### src/logic/qdac_params.svh
`ifndef QDAC_PARAMS_SVH
`define QDAC_PARAMS_SVH

`define QDAC_NCH 4
`define QDAC_RES 16
`define QDAC_FRAME_W 8
`define QDAC_CMD_MSB 7
`define QDAC_CMD_LSB 4
`define QDAC_ADDR_MSB 3
`define QDAC_ADDR_LSB 0
`define QDAC_MASK_MSB 3
`define QDAC_REF_BIT 0
`define QDAC_CMD_NOP 4'h0
`define QDAC_CMD_WRITE 4'h1
`define QDAC_CMD_UPDATE 4'h2
`define QDAC_CMD_WRUPD 4'h3
`define QDAC_CMD_PWRDN 4'h4
`define QDAC_CMD_MASK 4'h5
`define QDAC_CMD_SOFTRST 4'h6
`define QDAC_CMD_REF 4'h7
`define QDAC_POR_CYCLES 16
`define QDAC_SYNC_N 3
`define QDAC_SYNC_INIT 3'h3
`define QDAC_MASK_RESET 4'h0
`define QDAC_REF_RESET 1'h0

`endif

### src/logic/qdac_pkg.sv
`default_nettype none
`include "qdac_params.svh"

package qdac_pkg;
   typedef enum logic [3:0] {
      QDAC_NOP = `QDAC_CMD_NOP,
      QDAC_WRITE = `QDAC_CMD_WRITE,
      QDAC_UPDATE = `QDAC_CMD_UPDATE,
      QDAC_WRUPD = `QDAC_CMD_WRUPD,
      QDAC_PWRDN = `QDAC_CMD_PWRDN,
      QDAC_MASK = `QDAC_CMD_MASK,
      QDAC_SOFTRST = `QDAC_CMD_SOFTRST,
      QDAC_REF = `QDAC_CMD_REF
   } qdac_cmd_type;
endpackage : qdac_pkg

`default_nettype wire

### src/logic/qdac_sync_if.sv
`default_nettype none

interface qdac_sync_if #(
   parameter int N = 3
);
   logic [N-1:0] raw;
   logic [N-1:0] lvl;
   modport sync (input raw, output lvl);
   modport user (output raw, input lvl);
endinterface : qdac_sync_if

`default_nettype wire

### src/logic/qdac_sync.sv
`default_nettype none
`include "qdac_params.svh"

module qdac_sync #(
   parameter int N = `QDAC_SYNC_N,
   parameter logic [N-1:0] INIT = `QDAC_SYNC_INIT
) (
   input wire logic clk,
   input wire logic rstn,
   qdac_sync_if.sync pins
);
   typedef struct packed {
      logic [N-1:0] s1;
      logic [N-1:0] s2;
      logic [N-1:0] s3;
      logic [N-1:0] lvl;
   } qdac_sync_type;

   qdac_sync_type st_q;
   qdac_sync_type st_d;

   // The accepted level moves only where the second and third stages agree, so a
   // sample caught mid-transition never reaches the user logic.
   always_comb begin
      st_d = st_q;
      st_d.s1 = pins.raw;
      st_d.s2 = st_q.s1;
      st_d.s3 = st_q.s2;
      for (int i = 0; i < N; i++) begin
         if (st_q.s2[i] == st_q.s3[i]) begin
            st_d.lvl[i] = st_q.s3[i];
         end
      end
   end

   always_ff @(posedge clk or negedge rstn) begin
      if (!rstn) begin
         st_q <= '{s1: INIT, s2: INIT, s3: INIT, lvl: INIT};
      end else begin
         st_q <= st_d;
      end
   end

   assign pins.lvl = st_q.lvl;
endmodule : qdac_sync

`default_nettype wire

### src/logic/qdac_update_ctrl.sv
// What this block does
// - Strobe high: write waits for falling edge
// - Mask command loads four mask bits
// - Mask resets to zero, pin controls
// - Masked channel ignores strobe edges
// - Write-to-input copies output only when low
// - Update command copies input to output
// - Write-and-update loads both registers
// - Falling strobe updates unmasked channels
// - Strobe held low ignores mask bits
// - Reset pin clears outputs to level
// - Cleared value holds until next write
// - No output updates while reset low
// - Software reset restores power-on state
// - Strobe ignored during power-on reset
// - Power-up level follows select pin
// - Power-up level holds until valid write
// - Reference on at power-up
// - Reference command takes bit zero
// - Frame is command, high, low byte
`default_nettype none
`include "qdac_params.svh"

module qdac_update_ctrl #(
   parameter int NCH = `QDAC_NCH,
   parameter int RES = `QDAC_RES,
   parameter int POR_CYCLES = `QDAC_POR_CYCLES
) (
   input wire logic clk,
   input wire logic rstn,
   input wire logic frame_valid,
   input wire logic [`QDAC_FRAME_W-1:0] frame_cmd_byte,
   input wire logic [`QDAC_FRAME_W-1:0] frame_msb,
   input wire logic [`QDAC_FRAME_W-1:0] frame_lsb,
   input wire logic load_strobe_n,
   input wire logic hw_reset_n,
   input wire logic reset_level_select,
   output logic [NCH*RES-1:0] dac_code,
   output logic [NCH*RES-1:0] input_code,
   output logic [NCH-1:0] strobe_mask,
   output logic reference_off,
   output logic init_busy
);
   localparam int POR_W = $clog2(POR_CYCLES + 1);
   localparam logic [RES-1:0] MID_CODE = {1'b1, {(RES-1){1'b0}}};

   if (NCH != `QDAC_NCH || RES < 2 || RES > 2 * `QDAC_FRAME_W || POR_CYCLES < 1) begin : g_bad
      $error("qdac_update_ctrl: unsupported NCH, RES or POR_CYCLES");
   end

   // Both banks share one state word, but a strobe edge moves only the output bank.
   typedef struct packed {
      logic [NCH-1:0][RES-1:0] inreg;
      logic [NCH-1:0][RES-1:0] dac;
      logic [NCH-1:0] mask;
      logic ref_off;
      logic strobe_prev;
      logic [POR_W-1:0] por_cnt;
      logic por_busy;
   } qdac_st_type;

   qdac_st_type st_q;
   qdac_st_type st_d;

   qdac_sync_if #(.N(`QDAC_SYNC_N)) pins ();

   assign pins.raw = {reset_level_select, hw_reset_n, load_strobe_n};

   qdac_sync #(.N(`QDAC_SYNC_N), .INIT(`QDAC_SYNC_INIT)) u_sync (
      .clk(clk),
      .rstn(rstn),
      .pins(pins)
   );

   logic strobe_lvl;
   logic hwrst_lvl;
   logic sel_lvl;
   assign strobe_lvl = pins.lvl[0];
   assign hwrst_lvl = pins.lvl[1];
   assign sel_lvl = pins.lvl[2];

   qdac_pkg::qdac_cmd_type cmd;
   logic [NCH-1:0] addr;
   logic [RES-1:0] data;
   logic [2*`QDAC_FRAME_W-1:0] word;
   assign cmd = qdac_pkg::qdac_cmd_type'(frame_cmd_byte[`QDAC_CMD_MSB:`QDAC_CMD_LSB]);
   assign addr = frame_cmd_byte[`QDAC_ADDR_MSB:`QDAC_ADDR_LSB];
   assign word = {frame_msb, frame_lsb};
   // Data is left aligned, so a narrower resolution drops the low bits of the word.
   assign data = word[2*`QDAC_FRAME_W-1 -: RES];

   logic [RES-1:0] clr_code;
   logic fall;
   logic go;

   assign clr_code = sel_lvl ? MID_CODE : '0;
   // The edge detector resets to the idle level of the pin.
   // This keeps a false falling edge from following reset.
   assign fall = st_q.strobe_prev & ~strobe_lvl;
   assign go = frame_valid & ~st_q.por_busy & hwrst_lvl;

   always_comb begin
      st_d = st_q;
      st_d.strobe_prev = strobe_lvl;
      if (st_q.por_busy) begin
         // The window outlasts the pin synchronisers, so the last clear written
         // here already uses the settled level of the select pin.
         // Power-on ignores strobe
         for (int i = 0; i < NCH; i++) begin
            st_d.inreg[i] = clr_code;
            st_d.dac[i] = clr_code;
         end
         if (st_q.por_cnt == '0) begin
            st_d.por_busy = 1'b0;
         end else begin
            st_d.por_cnt = st_q.por_cnt - 1'b1;
         end
      end else if (!hwrst_lvl) begin
         // Mask and reference survive the pin; only the command registers reset them.
         // Hardware reset clear
         for (int i = 0; i < NCH; i++) begin
            st_d.inreg[i] = clr_code;
            st_d.dac[i] = clr_code;
         end
      end else begin
         for (int i = 0; i < NCH; i++) begin
            if (fall && !st_q.mask[i]) begin
               st_d.dac[i] = st_q.inreg[i];
            end
         end
         if (go) begin
            case (cmd)
               qdac_pkg::QDAC_WRITE: begin
                  for (int i = 0; i < NCH; i++) begin
                     if (addr[i]) begin
                        st_d.inreg[i] = data;
                        if (!strobe_lvl) begin
                           st_d.dac[i] = data;
                        end
                     end
                  end
               end
               qdac_pkg::QDAC_UPDATE: begin
                  for (int i = 0; i < NCH; i++) begin
                     if (addr[i]) begin
                        st_d.dac[i] = st_q.inreg[i];
                     end
                  end
               end
               qdac_pkg::QDAC_WRUPD: begin
                  for (int i = 0; i < NCH; i++) begin
                     if (addr[i]) begin
                        st_d.inreg[i] = data;
                        st_d.dac[i] = data;
                     end
                  end
               end
               qdac_pkg::QDAC_MASK: begin
                  st_d.mask = frame_lsb[`QDAC_MASK_MSB:0];
               end
               qdac_pkg::QDAC_SOFTRST: begin
                  for (int i = 0; i < NCH; i++) begin
                     st_d.inreg[i] = clr_code;
                     st_d.dac[i] = clr_code;
                  end
                  st_d.mask = `QDAC_MASK_RESET;
                  st_d.ref_off = `QDAC_REF_RESET;
               end
               qdac_pkg::QDAC_REF: begin
                  st_d.ref_off = frame_lsb[`QDAC_REF_BIT];
               end
               default: begin
               end
            endcase
         end
      end
   end

   always_ff @(posedge clk or negedge rstn) begin
      if (!rstn) begin
         st_q.inreg <= '0;
         st_q.dac <= '0;
         st_q.mask <= `QDAC_MASK_RESET;
         st_q.ref_off <= `QDAC_REF_RESET;
         st_q.strobe_prev <= 1'b1;
         st_q.por_cnt <= POR_W'(POR_CYCLES);
         st_q.por_busy <= 1'b1;
      end else begin
         st_q <= st_d;
      end
   end

   assign dac_code = st_q.dac;
   assign input_code = st_q.inreg;
   assign strobe_mask = st_q.mask;
   assign reference_off = st_q.ref_off;
   assign init_busy = st_q.por_busy;

   // Helper terms for the assertions only; the state update does not use them.
   logic hold_ok;
   logic mask_cmd;
   logic ref_cmd;
   assign hold_ok = ~st_q.por_busy & hwrst_lvl;
   assign mask_cmd = go & (cmd == qdac_pkg::QDAC_MASK || cmd == qdac_pkg::QDAC_SOFTRST);
   assign ref_cmd = go & (cmd == qdac_pkg::QDAC_REF || cmd == qdac_pkg::QDAC_SOFTRST);

   // One copy of the channel checks stands beside each output register.
   for (genvar i = 0; i < NCH; i++) begin : g_chk

   end
endmodule : qdac_update_ctrl

`default_nettype wire

### config.mk
export PLATFORM = sky130hd
export DESIGN_NAME = qdac_update_ctrl
export DESIGN_NICKNAME = d
export VERILOG_FILES = /design/src/logic/qdac_pkg.sv /design/src/logic/qdac_sync_if.sv /design/src/logic/qdac_sync.sv /design/src/logic/qdac_update_ctrl.sv
export VERILOG_INCLUDE_DIRS = /design/src /design/src/logic
export SDC_FILE = /design/constraint.sdc
export NUM_CORES = 1
export LEC_CHECK = 0
export BUFFER_PORTS_ARGS = -buffer_cell sky130_fd_sc_hd__buf_2
export CAP_MARGIN = 20
export CORE_MARGIN = 2
export CORE_UTILIZATION = 60
export DETAILED_ROUTE_END_ITERATION = 10
export PLACE_DENSITY = 0.84
export SLEW_MARGIN = 30
export SYNTH_ARGS = -nofsm -noshare
export SYNTH_HDL_FRONTEND = slang
export SYNTH_SLANG_ARGS = --single-unit
### constraint.sdc
create_clock -name clk -period 4.85 [get_ports clk]
set_clock_uncertainty 0.15 [all_clocks]
set_input_delay 0.2425 -clock clk [delete_from_list [all_inputs] [get_ports clk]]
set_output_delay 0.2425 -clock clk [all_outputs]
set_load 0.02 [all_outputs]
==> summary.txt <==
Worst setup path
  – Worst R2R Setup Slack: around 2200 ps
  – Reg2reg end: dac_code[50]$_DFF_PN0_
  – Ordered cell list for the critical path: and4bb_2 -> o21a_1 -> nand2_1 -> a221oi_1
  – CP Class: reg2reg
  – Worst endpoint required time: between 5000 and 6000 ps
  – Worst Path Buf+Inv: 0
  – Crit path DAT: 2830 ps
  – R2r startpoint: u_sync.pins.lvl[1]$_DFFE_PN1N_
  – CP Capture Type: flop
  – CP delay by family, top: simple AND/OR/NAND/NOR gates
  – CP startpoint kind: flop
  – Largest stage delay on the critical path: between 600 and 700 ps
  – Slowest CP cell: nand2_1
  – Path depth of the worst reg2reg path: 4
  – Peak fanout along the critical path: 15

Clock network
  – CTS tree: done
  – Clock buffer count from CTS: 17
  – CTS resizes: 0
  – CTS Hold Buffers Added: 4
  – Root buffer cell: clkbuf_16
  – Max clock buf depth: 2
  – Post-CTS repair timing setup buffer count: 0
  – Worst-skew pair later-pin latency: roughly 430 ps
  – Clk sinks: ~150
  – Clk slew on worst S/H paths: 60 ps
  – H-tree depth: 4

Floorplan
  – Rows: 47
  – # IOs: approximately 160
  – Die W: 135 µm
  – Core Region: 16,700 µm²
  – DIE AREA: 18,300 µm²
  – Die H: 135 µm
  – Starting density of the core: a little over 60%

Drt
  – Vias: between 8,000 and 9,000
  – Residual DRC: 0
  – Total Wirelength: approximately 30,000 µm
  – Drt pass-1 iters: 6
  – Starting DRT DRC Count: about 1,100
  – DR WL/cell: between 20 and 25 µm
  – Vias per std cell: about 6.8
  – Post-DRT Antenna Nets: 0

Logic synthesis
  – Async SR Flop Fraction: 100%
  – Average size of a mapped cell: 9.82 µm²
  – Post-Synthesis Cells: between 1,000 and 1,500
  – #FFs+latches synth: around 150
  – Top post-synthesis cells by area: dfrtp_1, buf_4, a221oi_1, o21ai_0, mux2i_1
  – EDFF count, synth: 0
  – Count of different cell masters after synthesis: 56
  – Synth top area share: between 30% and 40%
  – Ys Warns: 0
  – Syn Nets: approximately 1,100
  – Sequential area share after synthesis: a little under two fifths
  – Top FF cell, synth: dfrtp_1
  – Yosys top cell by area: dfrtp_1
  – Cell Area, Synth: 10,300 µm²

Final layout
  – N_diodes: 0
  – Layout fillers: about 1,400
  – Share of layout cells above drive strength 1: 30.4%
  – Layout net count: between 1,000 and 1,500
  – Final instance area: around 11,000 µm²
  – P&R area growth vs syn: 4.10%
  – Non-filler cells, final: between 1,000 and 1,500

Placement
  – Post-DP HPWL: between 15,000 and 20,000 µm
  – Post-DP Area: between 10,000 and 15,000 µm²
  – GPL Wtd Cong: between 0.8 and 0.9
  – Port buffer count: around 160
  – Placed insts: approximately 1,200

Power and ir drop
  – Psw: around 1200 µW
  – Tot Pwr: approximately 3600 µW
  – Sw Share: between 30% and 40%
  – Lkg Pwr: ~0.0048 µW
  – PwrDens: 339 nW/µm²
  – Seq pwr share: between 40% and 50%
  – Clock share of power: between 30% and 40%
  – Peak VDD IR: 0.264 mV
  – Internal: 2490 µW
  – Logic pwr share: roughly 22%

Timing
  – Max-slew headroom at the worst pin: roughly 34%
  – Endpoints failing hold: 0
  – Max Clock Freq: approximately 380 MHz
  – Tightest Pin Transition: 988 ps
  – Crit share post-route: 55.0%
  – Final Max Tran Viols: 0
  – RSZ-0062 raised after global routing: false
  – Tmin final: 2670 ps
  – Final setup vio count: 0
  – Fin Setup TNS: 0 ps

Min path
  – WHS Endpoint: reference_off$_DFFE_PN0P_
  – Hold depth: 3
  – Min-Delay Path Class: in2reg
  – Worst Min Path Start: frame_cmd_byte[4]

GRT
  – Initial antenna violation count: 0
  – Total GRT Usage: roughly a third
  – GR Overflow Total: 0
  – Vias in the first global route: about 7,900
  – Pin count of the biggest net entering global routing: 130
  – Global-route wire length before repair: roughly 46,000 µm

Job
  – MaxCap Viol Count: 0

Run status
  – Status: finished, final reports clean
==> worst max-delay path by stage <==
stage          slack, ps                      startpoint                     end  cells after the start
2_1_floorplan       2890             init_busy$_DFF_PN1_  dac_code[21]$_DFF_PN0_                      5
3_3_place_gp        2220               frame_cmd_byte[4]  dac_code[43]$_DFF_PN0_                      6
3_5_place_dp        2100               frame_cmd_byte[4]  dac_code[50]$_DFF_PN0_                      6
5_1_grt             2040  u_sync.pins.lvl[1]$_DFFE_PN1N_   dac_code[4]$_DFF_PN0_                      4
4_1_cts             2200  u_sync.pins.lvl[0]$_DFFE_PN1N_  dac_code[31]$_DFF_PN0_                      5
6_report            2180  u_sync.pins.lvl[1]$_DFFE_PN1N_  dac_code[50]$_DFF_PN0_                      4
==> worst reg2reg max path, cell delays in order (launching register included) <==
cell and delay, ps:
dfstp_2 570, and4bb_2 310, o21a_1 420, nand2_1 610
a221oi_1 490
==> layer usage <==
metal | track usage (%) | wire (µm)
met1 | 44.6 | 11700
met3 | 9.47 | 3810
met4 | 16.3 | 1530
met5 | 0 | 0
met2 | 49.0 | 13500
==> stage by stage <==
stage	utilization (%)	hold slack [ps]	setup slack, ps
6_report	64.3	52.9	2180
5_1_grt	64.3	80.4	2040
4_1_cts	64.2	47.1	2200
3_5_place_dp	60.3	79.7	2100
3_3_place_gp	60.3	74.4	2220
2_1_floorplan	-	-203	2890
==> sequential cells by signal (all words and copies together) (netlist names) <==
register and flops:
dac_code 64, init_busy 1, input_code 64, reference_off 1, st_q 6, strobe_mask 4, u_sync.pins.lvl 3, u_sync.st_d 6
u_sync.st_q 3
==> layout by cell type, fill, tap and decap left out, drive strengths merged, types with 2 or more instances in the layout <==
cell type and count:
nor3b 9, clkbuf 21, maj3 3, o21ai 133
a221oi 118, nor2b 63, nand2b 65, a22oi 3
clkinvlp 5, a221o 4, bufinv 3, xor2 2
nor4b 2, dfstp 11, nor2 10, and3 2
clkinv 2, inv 12, and2 16, nand2 80
a21oi 10, nand3 3, nand3b 5, mux2 53
a22o 7, dlygate4sd3 4, a32o 3, mux2i 60
a211oi 3, dfrtp 141, buf 174, a311o 3
==> cells in the mapped netlist (2+ instances only) <==
cell,number
a21oi_2,2
nand3_1,3
a32o_1,3
nor3b_1,9
a221o_1,4
clkbuf_1,40
nand2_1,79
a221oi_1,84
nor2_1,4
mux2_1,4
maj3_1,3
clkbuf_4,2
mux2i_1,60
and3_1,2
buf_2,23
o21ai_1,2
a211oi_1,2
xor2_1,2
nor2b_1,63
a311o_1,3
inv_1,11
mux2_2,49
dfrtp_1,141
a22oi_1,3
o21ai_0,131
dfstp_2,11
nand3b_1,4
nand2b_1,65
a21oi_1,8
buf_4,141
and2_1,16
a221oi_2,34
a22o_1,7
nor2_2,4
buf_6,11
==> cell families after synthesis <==
| kind of cell | Yosys count | synth area share [%] |
|---|---|---|
| buf+inv | 229 | 14.6 |
| compound gates | 289 | 21.6 |
| simple gates | 261 | 14.6 |
| flops | 152 | 37.0 |
| mux | 113 | 11.6 |
| fa+ha+maj | 4 | 0.412 |
| xor+xnor | 3 | 0.255 |
==> power groups by stage <==
stage | Sequential, µW | Clock, µW | Combinational [µW]
2_1_floorplan | 1450 | 0 | 655
3_5_place_dp | 1520 | 0 | 745
5_1_grt | 1490 | 1440 | 834
3_3_place_gp | 1510 | 0 | 730
6_report | 1480 | 1380 | 785
4_1_cts | 1500 | 1380 | 752
==> final cells by class <==
| cell class | instances | area [µm²] | area share, % |
|---|---|---|---|
| multi-input combinational | 670 | 5040 | 46.9 |
| sequential | 152 | 3820 | 35.6 |
| timing repair buffer | 178 | 965 | 8.98 |
| clock buffer | 21 | 460 | 4.29 |
| tap | 220 | 275 | 2.56 |
| clock inverter | 11 | 146 | 1.36 |
| inverter | 11 | 41.3 | 0.384 |
No activity file was read; power rests on OpenSTA's default activity.
